File: src/sdcs_pkg.sv
// Package: shared constants and carrier types for the SDRAM sequencer
package sdcs_pkg;
    // Command on cs_n, ras_n, cas_n, we_n
    typedef struct packed {
        logic cs_n;
        logic ras_n;
        logic cas_n;
        logic we_n;
    } sdcs_cmd_t;
    localparam sdcs_cmd_t CMD_MRS = 4'h0;
    localparam sdcs_cmd_t CMD_REF = 4'h1;
    localparam sdcs_cmd_t CMD_PRE = 4'h2;
    localparam sdcs_cmd_t CMD_ACT = 4'h3;
    localparam sdcs_cmd_t CMD_WR = 4'h4;
    localparam sdcs_cmd_t CMD_RD = 4'h5;
    localparam sdcs_cmd_t CMD_DESELECT_CMD = 4'hF;
    // Access request from the user side
    typedef struct packed {
        logic write;
        logic [1:0] bank;
        logic [12:0] row;
        logic [12:0] col;
    } sdcs_req_t;
    // Register offsets (byte addresses, aliased every 20h)
    localparam logic [7:0] REG_CTRL = 8'h00;
    localparam logic [7:0] REG_REFI = 8'h04;
    localparam logic [7:0] REG_STAT = 8'h08;
    // Control fields
    localparam int CTRL_CL_LSB = 0;
    localparam int CTRL_REFEN_BIT = 3;
    localparam int CTRL_SR_BIT = 4;
    localparam int CTRL_DIV_LSB = 8;
    localparam logic [31:0] CTRL_RST = 32'h0000040A;
    // Mode register fields
    localparam logic [2:0] MRS_BURST_LEN = 3'h1;
    localparam logic MRS_BURST_ILV = 1'b1;
    localparam int A10_BIT = 10;
    localparam logic [3:0] INIT_REFS = 4'h8;
    // Timing
    localparam int CLK_NS = 10;
    localparam int REF_PERIOD_NS = 15000;
    localparam int REF_CYCLES = REF_PERIOD_NS / CLK_NS;
    localparam logic [31:0] REFI_RST = 32'(REF_CYCLES);
    localparam int POWERUP_NS = 100000;
    localparam int POWERUP_CYCLES = (POWERUP_NS + CLK_NS - 1) / CLK_NS;
    localparam int CMD_GAP_TICKS = 3;
    // Sequencer states
    typedef enum logic [7:0] {
        ST_POWER = 8'h01,
        ST_INIT_PRE = 8'h02,
        ST_INIT_REF1 = 8'h04,
        ST_INIT_MRS = 8'h08,
        ST_INIT_REF2 = 8'h10,
        ST_IDLE = 8'h20,
        ST_REFRESH = 8'h40,
        ST_SELF = 8'h80
    } sdcs_state_t;
endpackage

File: src/sdcs_sequencer.sv
// SDRAM command sequencer with Avalon-MM control registers
`timescale 1ns/1ps
// Behaviour
// - Commands coded on cs, ras, cas, we, active low; deselect raises cs.
// - Refresh code with clock enable low enters self refresh.
// - Mode set puts burst length, type, CAS latency on address bits.
// - Burst is always two beats, interleaved.
// - Mode set drives bank lines and address bits 12..7 to zero.
// - CAS latency 1 to 7 clocks; code zero is never programmed.
// - Precharge bit 10 picks one bank or all; bank lines name it.
// - A precharged bank is activated before any read or write.
// - Activate carries bank and row; row stays open until precharged.
// - Write carries bank and column, no auto precharge.
// - Write lanes with mask high are not stored.
// - Read has no auto precharge; data captured after CAS latency.
// - Masks stay low during reads.
// - All banks are precharged before each auto refresh.
// - Auto refresh about every fifteen microseconds.
// - Suspend issues self refresh with clock enable low.
// - Init: precharge all, eight refreshes, mode set, eight refreshes.
// - Registers decode a 100h span and alias inside it.
// - Memory clock is the core clock divided by 2 to 5.
module sdcs_sequencer #(
    parameter int DW = 64,
    parameter int POWERUP_CYC = sdcs_pkg::POWERUP_CYCLES,
    parameter int GAP = sdcs_pkg::CMD_GAP_TICKS
) (
    // Clock and reset
    input wire logic clock,
    input wire logic nrst,
    // Avalon-MM slave
    input wire logic [7:0] avs_address,
    input wire logic avs_read,
    input wire logic avs_write,
    input wire logic [31:0] avs_writedata,
    input wire logic [3:0] avs_byteenable,
    output logic [31:0] avs_readdata,
    output logic avs_waitrequest,
    // User access port
    input wire logic req_valid,
    input wire sdcs_pkg::sdcs_req_t req,
    input wire logic [2*DW-1:0] req_wdata,
    input wire logic [2*DW/8-1:0] req_mask,
    output logic req_ready,
    output logic [2*DW-1:0] rd_data,
    output logic rd_valid,
    // SDRAM pins
    output logic sdclk,
    output logic mem_cke,
    output sdcs_pkg::sdcs_cmd_t mem_cmd,
    output logic [1:0] mem_ba,
    output logic [12:0] mem_addr_bus,
    output logic [DW/8-1:0] mem_dqm,
    output logic [DW-1:0] mem_data_bus_out,
    output logic mem_data_bus_oe_n,
    input wire logic [DW-1:0] mem_data_bus_in
);
    localparam int MW = DW / 8;

    function automatic logic [31:0] merge(input logic [31:0] old,
        input logic [31:0] nw, input logic [3:0] be);
        logic [31:0] r;
        r = old;
        for (int i = 0; i < 4; i++) begin
            if (be[i]) begin
                r[8*i +: 8] = nw[8*i +: 8];
            end
        end
        return r;
    endfunction

    logic [31:0] ctrl_reg, refi_reg;
    logic [15:0] pwr_reg, ref_tmr_reg;
    logic [3:0] div_reg;
    logic ref_due_reg, init_done_reg;
    sdcs_pkg::sdcs_state_t state_reg, state_next;
    sdcs_pkg::sdcs_cmd_t cmd_next;
    logic cke_next;
    logic [1:0] ba_next;
    logic [12:0] addr_next;
    logic [3:0] gap_reg, gap_next, icnt_reg, icnt_next;
    logic [3:0] vld_reg, vld_next;
    logic [3:0][12:0] row_reg, row_next;
    logic [2:0] rd_cnt_reg, rd_cnt_next;
    logic rd_beat_reg, rd_beat_next, wr_beat_reg, wr_beat_next;
    logic [DW-1:0] wr_hi_reg, wr_hi_next, dq_next;
    logic [MW-1:0] mhi_reg, mhi_next, dqm_next;
    logic oe_n_next, ready_next, rdv_next, ref_clr;
    logic [2*DW-1:0] rdd_next;

    // Register decode, aliased over the 100h span
    wire bus_req = avs_read | avs_write;
    wire bus_go = bus_req & ~avs_waitrequest;
    wire [2:0] word = avs_address[4:2];
    wire sel_ctrl = word == sdcs_pkg::REG_CTRL[4:2];
    wire sel_refi = word == sdcs_pkg::REG_REFI[4:2];
    wire sel_stat = word == sdcs_pkg::REG_STAT[4:2];
    wire [31:0] ctrl_wr = merge(ctrl_reg, avs_writedata, avs_byteenable);
    wire [31:0] stat_val = {24'h0, vld_reg, 1'b0, ref_due_reg,
        ~mem_cke, init_done_reg};
    wire [31:0] rd_mux = sel_ctrl ? ctrl_reg : sel_refi ? refi_reg :
        sel_stat ? stat_val : 32'h0;
    wire [2:0] cas = ctrl_reg[sdcs_pkg::CTRL_CL_LSB +: 3];
    wire cas_ok = ctrl_wr[sdcs_pkg::CTRL_CL_LSB +: 3] != 3'h0;
    wire ref_en = ctrl_reg[sdcs_pkg::CTRL_REFEN_BIT];
    wire sr_req = ctrl_reg[sdcs_pkg::CTRL_SR_BIT];

    always_ff @(posedge clock or negedge nrst) begin
        if (!nrst) begin
            avs_waitrequest <= 1'b1;
            avs_readdata <= 32'h0;
            ctrl_reg <= sdcs_pkg::CTRL_RST;
            refi_reg <= sdcs_pkg::REFI_RST;
        end else begin
            avs_waitrequest <= ~(bus_req & avs_waitrequest);
            if (bus_req && avs_waitrequest) begin
                avs_readdata <= rd_mux;
            end
            if (bus_go && avs_write && sel_ctrl && cas_ok) begin
                ctrl_reg <= ctrl_wr;
            end
            if (bus_go && avs_write && sel_refi) begin
                refi_reg <= merge(refi_reg, avs_writedata, avs_byteenable);
            end
        end
    end

    // Memory clock divider: ratio in half steps, rounded up to whole cycles
    wire [3:0] div_half = ctrl_reg[sdcs_pkg::CTRL_DIV_LSB +: 4];
    wire [3:0] per = (div_half < 4'h4) ? 4'h2 : (div_half > 4'hA) ? 4'h5 :
        4'((div_half + 4'h1) >> 1);
    wire [3:0] div_next = (div_reg >= per - 4'h1) ? 4'h0 : div_reg + 4'h1;
    wire sd_tick = div_next == (per >> 1);

    // Refresh pacing; a new due wins over its clear
    wire ref_hit = ref_tmr_reg >= refi_reg[15:0];
    wire pwr_done = pwr_reg == 16'(POWERUP_CYC);
    wire hit = vld_reg[req.bank] && row_reg[req.bank] == req.row;

    always_ff @(posedge clock or negedge nrst) begin
        if (!nrst) begin
            div_reg <= 4'h0;
            sdclk <= 1'b1;
            ref_tmr_reg <= 16'h0;
            ref_due_reg <= 1'b0;
            pwr_reg <= 16'h0;
        end else begin
            div_reg <= div_next;
            sdclk <= div_next < (per >> 1);
            ref_tmr_reg <= ref_hit ? 16'h0 : ref_tmr_reg + 16'h1;
            ref_due_reg <= (ref_hit & ref_en) | (ref_due_reg & ~ref_clr);
            pwr_reg <= pwr_done ? pwr_reg : pwr_reg + 16'h1;
        end
    end

    always_comb begin
        state_next = state_reg;
        cmd_next = mem_cmd;
        cke_next = mem_cke;
        ba_next = mem_ba;
        addr_next = mem_addr_bus;
        gap_next = gap_reg;
        icnt_next = icnt_reg;
        vld_next = vld_reg;
        row_next = row_reg;
        rd_cnt_next = rd_cnt_reg;
        rd_beat_next = rd_beat_reg;
        wr_beat_next = wr_beat_reg;
        wr_hi_next = wr_hi_reg;
        mhi_next = mhi_reg;
        dq_next = mem_data_bus_out;
        dqm_next = mem_dqm;
        oe_n_next = mem_data_bus_oe_n;
        rdd_next = rd_data;
        ready_next = 1'b0;
        rdv_next = 1'b0;
        ref_clr = 1'b0;
        if (sd_tick) begin
            cmd_next = sdcs_pkg::CMD_DESELECT_CMD;
            // Second write beat, then release the data bus
            if (wr_beat_reg) begin
                dq_next = wr_hi_reg;
                dqm_next = mhi_reg;
                wr_beat_next = 1'b0;
            end else begin
                oe_n_next = 1'b1;
                dqm_next = '0;
            end
            // Capture read beats at the CAS latency
            if (rd_cnt_reg != 3'h0) begin
                rd_cnt_next = rd_cnt_reg - 3'h1;
                if (rd_cnt_reg == 3'h1) begin
                    rdd_next[DW-1:0] = mem_data_bus_in;
                    rd_beat_next = 1'b1;
                end
            end
            if (rd_beat_reg) begin
                rdd_next[2*DW-1:DW] = mem_data_bus_in;
                rd_beat_next = 1'b0;
                rdv_next = 1'b1;
            end
            if (gap_reg != 4'h0) begin
                gap_next = gap_reg - 4'h1;
            end else begin
                unique case (state_reg)
                    sdcs_pkg::ST_POWER: begin
                        if (pwr_done) begin
                            state_next = sdcs_pkg::ST_INIT_PRE;
                        end
                    end
                    sdcs_pkg::ST_INIT_PRE: begin
                        cmd_next = sdcs_pkg::CMD_PRE;
                        addr_next[sdcs_pkg::A10_BIT] = 1'b1;
                        icnt_next = sdcs_pkg::INIT_REFS;
                        gap_next = 4'(GAP);
                        state_next = sdcs_pkg::ST_INIT_REF1;
                    end
                    sdcs_pkg::ST_INIT_REF1, sdcs_pkg::ST_INIT_REF2: begin
                        cmd_next = sdcs_pkg::CMD_REF;
                        icnt_next = icnt_reg - 4'h1;
                        gap_next = 4'(GAP);
                        ref_clr = 1'b1;
                        if (icnt_reg == 4'h1) begin
                            state_next =
                                (state_reg == sdcs_pkg::ST_INIT_REF1) ?
                                sdcs_pkg::ST_INIT_MRS : sdcs_pkg::ST_IDLE;
                        end
                    end
                    sdcs_pkg::ST_INIT_MRS: begin
                        cmd_next = sdcs_pkg::CMD_MRS;
                        ba_next = 2'h0;
                        addr_next = {6'h0, cas, sdcs_pkg::MRS_BURST_ILV,
                            sdcs_pkg::MRS_BURST_LEN};
                        icnt_next = sdcs_pkg::INIT_REFS;
                        gap_next = 4'(GAP);
                        state_next = sdcs_pkg::ST_INIT_REF2;
                    end
                    sdcs_pkg::ST_IDLE: begin
                        if (sr_req || ref_due_reg) begin
                            cmd_next = sdcs_pkg::CMD_PRE;
                            addr_next[sdcs_pkg::A10_BIT] = 1'b1;
                            vld_next = 4'h0;
                            gap_next = 4'(GAP);
                            state_next = sdcs_pkg::ST_REFRESH;
                        end else if (req_valid && hit) begin
                            cmd_next = req.write ? sdcs_pkg::CMD_WR :
                                sdcs_pkg::CMD_RD;
                            ba_next = req.bank;
                            addr_next = req.col;
                            addr_next[sdcs_pkg::A10_BIT] = 1'b0;
                            ready_next = 1'b1;
                            if (req.write) begin
                                dq_next = req_wdata[DW-1:0];
                                dqm_next = req_mask[MW-1:0];
                                oe_n_next = 1'b0;
                                wr_hi_next = req_wdata[2*DW-1:DW];
                                mhi_next = req_mask[2*MW-1:MW];
                                wr_beat_next = 1'b1;
                                gap_next = 4'(GAP);
                            end else begin
                                rd_cnt_next = cas;
                                gap_next = 4'({1'b0, cas} + 4'h2);
                            end
                        end else if (req_valid && vld_reg[req.bank]) begin
                            cmd_next = sdcs_pkg::CMD_PRE;
                            ba_next = req.bank;
                            addr_next[sdcs_pkg::A10_BIT] = 1'b0;
                            vld_next[req.bank] = 1'b0;
                            gap_next = 4'(GAP);
                        end else if (req_valid) begin
                            cmd_next = sdcs_pkg::CMD_ACT;
                            ba_next = req.bank;
                            addr_next = req.row;
                            vld_next[req.bank] = 1'b1;
                            row_next[req.bank] = req.row;
                            gap_next = 4'(GAP);
                        end
                    end
                    sdcs_pkg::ST_REFRESH: begin
                        cmd_next = sdcs_pkg::CMD_REF;
                        cke_next = ~sr_req;
                        ref_clr = 1'b1;
                        gap_next = 4'(GAP);
                        state_next = sr_req ? sdcs_pkg::ST_SELF :
                            sdcs_pkg::ST_IDLE;
                    end
                    sdcs_pkg::ST_SELF: begin
                        if (!sr_req) begin
                            cke_next = 1'b1;
                            gap_next = 4'(GAP);
                            state_next = sdcs_pkg::ST_IDLE;
                        end
                    end
                endcase
            end
        end
    end

    always_ff @(posedge clock or negedge nrst) begin
        if (!nrst) begin
            state_reg <= sdcs_pkg::ST_POWER;
            mem_cmd <= sdcs_pkg::CMD_DESELECT_CMD;
            mem_cke <= 1'b1;
            mem_ba <= 2'h0;
            mem_addr_bus <= 13'h0;
            gap_reg <= 4'h0;
            icnt_reg <= 4'h0;
            vld_reg <= 4'h0;
            row_reg <= '0;
            init_done_reg <= 1'b0;
        end else begin
            state_reg <= state_next;
            mem_cmd <= cmd_next;
            mem_cke <= cke_next;
            mem_ba <= ba_next;
            mem_addr_bus <= addr_next;
            gap_reg <= gap_next;
            icnt_reg <= icnt_next;
            vld_reg <= vld_next;
            row_reg <= row_next;
            init_done_reg <= init_done_reg | (state_next == sdcs_pkg::ST_IDLE);
        end
    end

    always_ff @(posedge clock or negedge nrst) begin
        if (!nrst) begin
            rd_cnt_reg <= 3'h0;
            rd_beat_reg <= 1'b0;
            wr_beat_reg <= 1'b0;
            wr_hi_reg <= '0;
            mhi_reg <= '0;
            mem_data_bus_out <= '0;
            mem_dqm <= '0;
            mem_data_bus_oe_n <= 1'b1;
            rd_data <= '0;
            rd_valid <= 1'b0;
            req_ready <= 1'b0;
        end else begin
            rd_cnt_reg <= rd_cnt_next;
            rd_beat_reg <= rd_beat_next;
            wr_beat_reg <= wr_beat_next;
            wr_hi_reg <= wr_hi_next;
            mhi_reg <= mhi_next;
            mem_data_bus_out <= dq_next;
            mem_dqm <= dqm_next;
            mem_data_bus_oe_n <= oe_n_next;
            rd_data <= rdd_next;
            rd_valid <= rdv_next;
            req_ready <= ready_next;
        end
    end

    // Checks
    wire last_ok = (mem_cmd == sdcs_pkg::CMD_REF) ||
        (mem_cmd == sdcs_pkg::CMD_MRS) ||
        (mem_cmd == sdcs_pkg::CMD_PRE && mem_addr_bus[sdcs_pkg::A10_BIT]);
    logic prev_ok_reg;
    logic [15:0] since_ref_reg;
    always_ff @(posedge clock or negedge nrst) begin
        if (!nrst) begin
            prev_ok_reg <= 1'b0;
            since_ref_reg <= 16'h0;
        end else begin
            if (mem_cmd != sdcs_pkg::CMD_DESELECT_CMD) begin
                prev_ok_reg <= last_ok;
            end
            since_ref_reg <= (mem_cmd == sdcs_pkg::CMD_REF ||
                state_reg != sdcs_pkg::ST_IDLE || !ref_en) ?
                16'h0 : since_ref_reg + 16'h1;
        end
    end

    property p_mrs_addr;
        @(posedge clock) disable iff (!nrst)
        mem_cmd == sdcs_pkg::CMD_MRS |-> mem_ba == 2'h0 &&
            mem_addr_bus[12:7] == 6'h0 && mem_addr_bus[3:0] == 4'h9 &&
            mem_addr_bus[6:4] != 3'h0;
    endproperty
    a_mrs_addr: assert property (p_mrs_addr)
        else $error("mode set address wrong");
    property p_ref_after_pre;
        @(posedge clock) disable iff (!nrst)
        sd_tick && cmd_next == sdcs_pkg::CMD_REF |->
            (mem_cmd == sdcs_pkg::CMD_DESELECT_CMD) ? prev_ok_reg : last_ok;
    endproperty
    a_ref_after_pre: assert property (p_ref_after_pre)
        else $error("refresh without prior precharge all");
    property p_col_no_ap;
        @(posedge clock) disable iff (!nrst)
        (mem_cmd == sdcs_pkg::CMD_WR || mem_cmd == sdcs_pkg::CMD_RD) |->
            !mem_addr_bus[sdcs_pkg::A10_BIT] && vld_reg[mem_ba];
    endproperty
    a_col_no_ap: assert property (p_col_no_ap)
        else $error("column command with auto precharge or closed bank");
    property p_act_idle;
        @(posedge clock) disable iff (!nrst)
        sd_tick && cmd_next == sdcs_pkg::CMD_ACT |-> !vld_reg[ba_next];
    endproperty
    a_act_idle: assert property (p_act_idle)
        else $error("activate on an open bank");
    property p_rd_dqm;
        @(posedge clock) disable iff (!nrst)
        $rose(mem_cmd == sdcs_pkg::CMD_RD) |-> mem_dqm == '0 ##1
            (mem_dqm == '0) [*8];
    endproperty
    a_rd_dqm: assert property (p_rd_dqm)
        else $error("mask high during read");
    property p_cke_low;
        @(posedge clock) disable iff (!nrst)
        $fell(mem_cke) |-> mem_cmd == sdcs_pkg::CMD_REF &&
            state_reg == sdcs_pkg::ST_SELF;
    endproperty
    a_cke_low: assert property (p_cke_low)
        else $error("clock enable dropped without self refresh");
    property p_ref_pace;
        @(posedge clock) disable iff (!nrst)
        since_ref_reg <= refi_reg[15:0] + 16'd200;
    endproperty
    a_ref_pace: assert property (p_ref_pace)
        else $error("refresh overdue");
    property p_rd_capture;
        @(posedge clock) disable iff (!nrst)
        rd_valid |-> $past(rd_beat_reg) && !rd_beat_reg && rd_cnt_reg == 3'h0;
    endproperty
    a_rd_capture: assert property (p_rd_capture)
        else $error("read data valid out of step");
    property p_wait_one;
        @(posedge clock) disable iff (!nrst)
        bus_req && avs_waitrequest |=> !avs_waitrequest ##1 avs_waitrequest;
    endproperty
    a_wait_one: assert property (p_wait_one)
        else $error("bus answer not one cycle");
    c_init: cover property (@(posedge clock) disable iff (!nrst)
        $rose(init_done_reg));
    c_write: cover property (@(posedge clock) disable iff (!nrst)
        mem_cmd == sdcs_pkg::CMD_WR);
    c_read: cover property (@(posedge clock) disable iff (!nrst) rd_valid);
    c_self: cover property (@(posedge clock) disable iff (!nrst)
        state_reg == sdcs_pkg::ST_SELF);
endmodule // sdcs_sequencer

File: config.mk
export PLATFORM = sky130hd
export DESIGN_NAME = sdcs_sequencer
export DESIGN_NICKNAME = d
export VERILOG_FILES = /design/src/sdcs_pkg.sv /design/src/sdcs_sequencer.sv
export SDC_FILE = /design/constraint.sdc
export NUM_CORES = 1
export LEC_CHECK = 0
export ABC_AREA = 1
export BUFFER_PORTS_ARGS = -buffer_cell sky130_fd_sc_hd__buf_4
export CAP_MARGIN = 20
export CORE_MARGIN = 10
export CORE_UTILIZATION = 50
export CTS_CLUSTER_SIZE = 14
export DETAILED_ROUTE_END_ITERATION = 16
export PLACE_DENSITY_LB_ADDON = 0.25
export SYNTH_ARGS = -nofsm -noshare
export SYNTH_HDL_FRONTEND = slang
export SYNTH_SLANG_ARGS = --single-unit
File: constraint.sdc
create_clock -name clock -period 3.7 [get_ports clock]
set_clock_uncertainty 0.1 [all_clocks]
set_input_delay 0.37 -clock clock [delete_from_list [all_inputs] [get_ports clock]]
set_output_delay 0.37 -clock clock [all_outputs]
set_load 0.01 [all_outputs]
==> metrics.txt <==
number of detailed-route iterations in the first pass=9; number of vias after detailed routing=between 20000 and 25000; CTS Sinks=508; Worst VDD drop=599 µV; relative max-transition margin=44.3%; number of synthesized register bits=approximately 510; clock tree from TritonCTS=yes; maximum number of pins on one net before global-route repair=around 100; final worst-path setup slack=-0.0391 ns; critical path arrival=4.11 ns; Port-buffer cells=536; Nets=~4200; Synth Warn #=0; P&R area growth vs syn=41.7%; overall die area=0.0582 mm²; maximum level of the CTS H-tree=2; drt first-iter violations=slightly above 2000; most used flip-flop cell after synthesis=sky130_fd_sc_hd__dfrtp_1; post-detailed-routing wire length=roughly 90000 µm; reg2reg setup slack=-0.04 ns; Syn Area/Cell=7.94 µm²; Critical Path Source Type=flop; flip-flop and latch area=0.0127 mm²; die span in x=241 µm; Crit Path Max Fanout=9; final worst path period share=101%; Reg2Reg Launch Point=ctrl_reg[9]; multi-input logic area=0.0104 mm²; clock buffer count from CTS=between 50 and 60; worst hold path class=input pin to flop; Async SR Flop Fraction=between 90% and 100%; required time of the worst setup path=4.07 ns; power density over cell area=roughly 620 mW/mm²; residual overflow from global routing=0; violated checks=setup timing; via density per instance=5.45; clock insertion delay at the later pin of the skew report=roughly 0.60 ns; Initial Util=50.3%; total power after layout=21.7 mW; count of cell types in the netlist=41; setup violators final=1; leading cell types by total area after synthesis=sky130_fd_sc_hd__dfrtp_1 50%, sky130_fd_sc_hd__nand2_1 16%, sky130_fd_sc_hd__o21ai_0 6.7%; hold slack=0.0258 ns; Total GRT Usage=approximately 29%; via count of the first global-routing pass=23700; post-layout util=71.4%; wire length of the first global-routing pass=132000 µm; depth of the most critical reg-to-reg path=20; final cell count without fillers=4508; antenna violations before repair=4; result of the run=finished with violations; post-layout minimum cycle time=3.74 ns; remaining design rule violation count=0; netlist area before placement=0.0245 mm²; detailed placer's ending HPWL=about 56000 µm; FF-to-FF End=rd_data[113]; Synthesized Nets=approximately 3400; number of instances in the synthesized netlist=3083; Final Max Tran Viols=0; top post-synthesis cells by count=1026 x sky130_fd_sc_hd__nand2_1, 489 x sky130_fd_sc_hd__dfrtp_1, 352 x sky130_fd_sc_hd__inv_1; CTS Buffer Depth=3; count of standard-cell rows=slightly above 80; launch point of the worst path=ctrl_reg[9]; total of fill cells in the finished design=3529; maximum clock rate=267 MHz; dominant cell type by area after synthesis=sky130_fd_sc_hd__dfrtp_1; worst setup path end=rd_data[113]; flip-flop count of the largest register after layout=128; CORE AREA=0.0486 mm²; most used standard cell by instance count after synthesis=sky130_fd_sc_hd__nand2_1; count of nets left with antenna violations after detail routing=0; leakage power figure=17.9 nW; total I/O pin count=543; Cell Count Post-Placement=between 4000 and 5000; post-CTS clock slew at the launch and capture registers of the worst setup and hold paths=0.06 ns; WL/cell=about 20 µm; Setup Total Neg Slack=-0.0391 ns; weighted congestion at the end of routability-driven global placement=0.911; Worst Path Class, Setup=flop to flop; RSZ-0062 raised after global routing=true; cell at the root of the clock tree=sky130_fd_sc_hd__clkbuf_16; sequential share of the synthesized area=between 50% and 60%; fraction of layout cells with a size suffix above 1=23.9%; number of max-capacitance violations reported=0; Hold Violations, Final=0; proportion of netlist area held by the largest area contributor=between 40% and 50%; actual transition at the worst max-transition pin=roughly 0.83 ns; vertical die dimension=241 µm; kind of end point of the critical path=flop; number of flops mapped to enable cells by yosys=0
## worst max-delay path, cell delays in order, from the launching register on
cell and delay [ns]:
sky130_fd_sc_hd__dfrtp_1 0.40, sky130_fd_sc_hd__ha_2 0.32, sky130_fd_sc_hd__a21oi_1 0.03, sky130_fd_sc_hd__a21oi_1 0.12, sky130_fd_sc_hd__inv_1 0.08, sky130_fd_sc_hd__ha_2 0.17, sky130_fd_sc_hd__xor2_1 0.15, sky130_fd_sc_hd__ha_1 0.30
sky130_fd_sc_hd__nand2_1 0.06, sky130_fd_sc_hd__o21bai_1 0.10, sky130_fd_sc_hd__nand3_1 0.12, sky130_fd_sc_hd__nor2_1 0.14, sky130_fd_sc_hd__inv_1 0.08, sky130_fd_sc_hd__ha_4 0.27, sky130_fd_sc_hd__nand2_4 0.05, sky130_fd_sc_hd__inv_1 0.09
sky130_fd_sc_hd__nand2_4 0.15, sky130_fd_sc_hd__nor2_4 0.26, sky130_fd_sc_hd__inv_8 0.11, sky130_fd_sc_hd__clkbuf_16 0.18, sky130_fd_sc_hd__o21ai_0 0.31
## cell type report
type,instances,share of cell area [%]
well taps,622,2.24
clock inverters,14,0.588
repair buffers,847,21.8
diodes,8,0.0577
repair inverters,1,0.0180
flip-flops and latches,508,36.7
clock buffers,85,4.72
inverters,357,3.90
multi-input cells,2066,29.9
## power by group
| part | leakage [nW] | switching (mW) | internal (mW) |
|---|---|---|---|
| registers | 6.62 | 0.836 | 6.82 |
| clock network | 0.902 | 2.29 | 3.37 |
| logic | 10.3 | 4.93 | 3.41 |
## timing repair
item,CTS,global route
gates resized for setup,26,201
endpoints found under the setup margin,197,348
hold buffers,199,0
hold endpoints to repair,336,0
buffers inserted,10,2
cloned,5,20
pin swaps,5,13
## placed cells by master, fill, tap and decap left out, types with 21 or more instances in the layout
cell type	instances
sky130_fd_sc_hd__o211ai_1	31
sky130_fd_sc_hd__clkbuf_16	70
sky130_fd_sc_hd__dlygate4sd3_1	199
sky130_fd_sc_hd__nand2_1	957
sky130_fd_sc_hd__ha_1	33
sky130_fd_sc_hd__a21oi_1	80
sky130_fd_sc_hd__nor3_1	27
sky130_fd_sc_hd__nand2_4	23
sky130_fd_sc_hd__buf_4	590
sky130_fd_sc_hd__o21ai_0	297
sky130_fd_sc_hd__a31oi_1	21
sky130_fd_sc_hd__mux2i_1	49
sky130_fd_sc_hd__o21ai_1	66
sky130_fd_sc_hd__nor2_1	109
sky130_fd_sc_hd__nand4_1	27
sky130_fd_sc_hd__nand2_2	47
sky130_fd_sc_hd__o21ai_2	38
sky130_fd_sc_hd__nand3_1	156
sky130_fd_sc_hd__inv_1	347
sky130_fd_sc_hd__dfrtp_1	488
## routing by layer
layer	vias to the layer above	track usage, %	wire length, µm
met2	1183	47.6	43800
met5	-	0	15
met4	2	12.8	4770
li1	11400	-	-
met1	11700	34.5	34400
met3	346	7.06	7490
## cell families (layout without fill, tap and decap cells)
family,Yosys count,after routing,synth area share [%]
and+or+nand+nor,1395,1395,23.1
adders and majority gates,37,37,1.89
xor gates and xnor gates,21,21,0.751
AOI/OAI and AO/OA,564,564,12.1
other,0,8,0
buffers and inverters,509,1304,8.09
muxes,49,49,2.00
DFF,508,508,52.0
## per-stage QoR
step                setup slack [ns]  instance area, µm²
floorplan                     0.0452               24500
global placement             -0.0644               29500
detailed placement            -0.153               29500
CTS                          0.00615               33700
global route                  -0.283               34700
finish                       -0.0391               34700
## worst min path at each step
stage                            to  slack [ns]     startpoint  cells past startpoint
3_5_place_dp            rd_data[63]        0.24           nrst                      1
6_report       mem_data_bus_out[15]        0.03  req_wdata[15]                      5
4_1_cts             avs_waitrequest       0.001       avs_read                      3
2_1_floorplan       avs_readdata[0]       -0.03           nrst                      0
3_3_place_gp            rd_data[63]        0.24           nrst                      1
5_1_grt        mem_data_bus_out[32]        0.04  req_wdata[32]                      5
No activity file was read; power rests on OpenSTA's default activity.
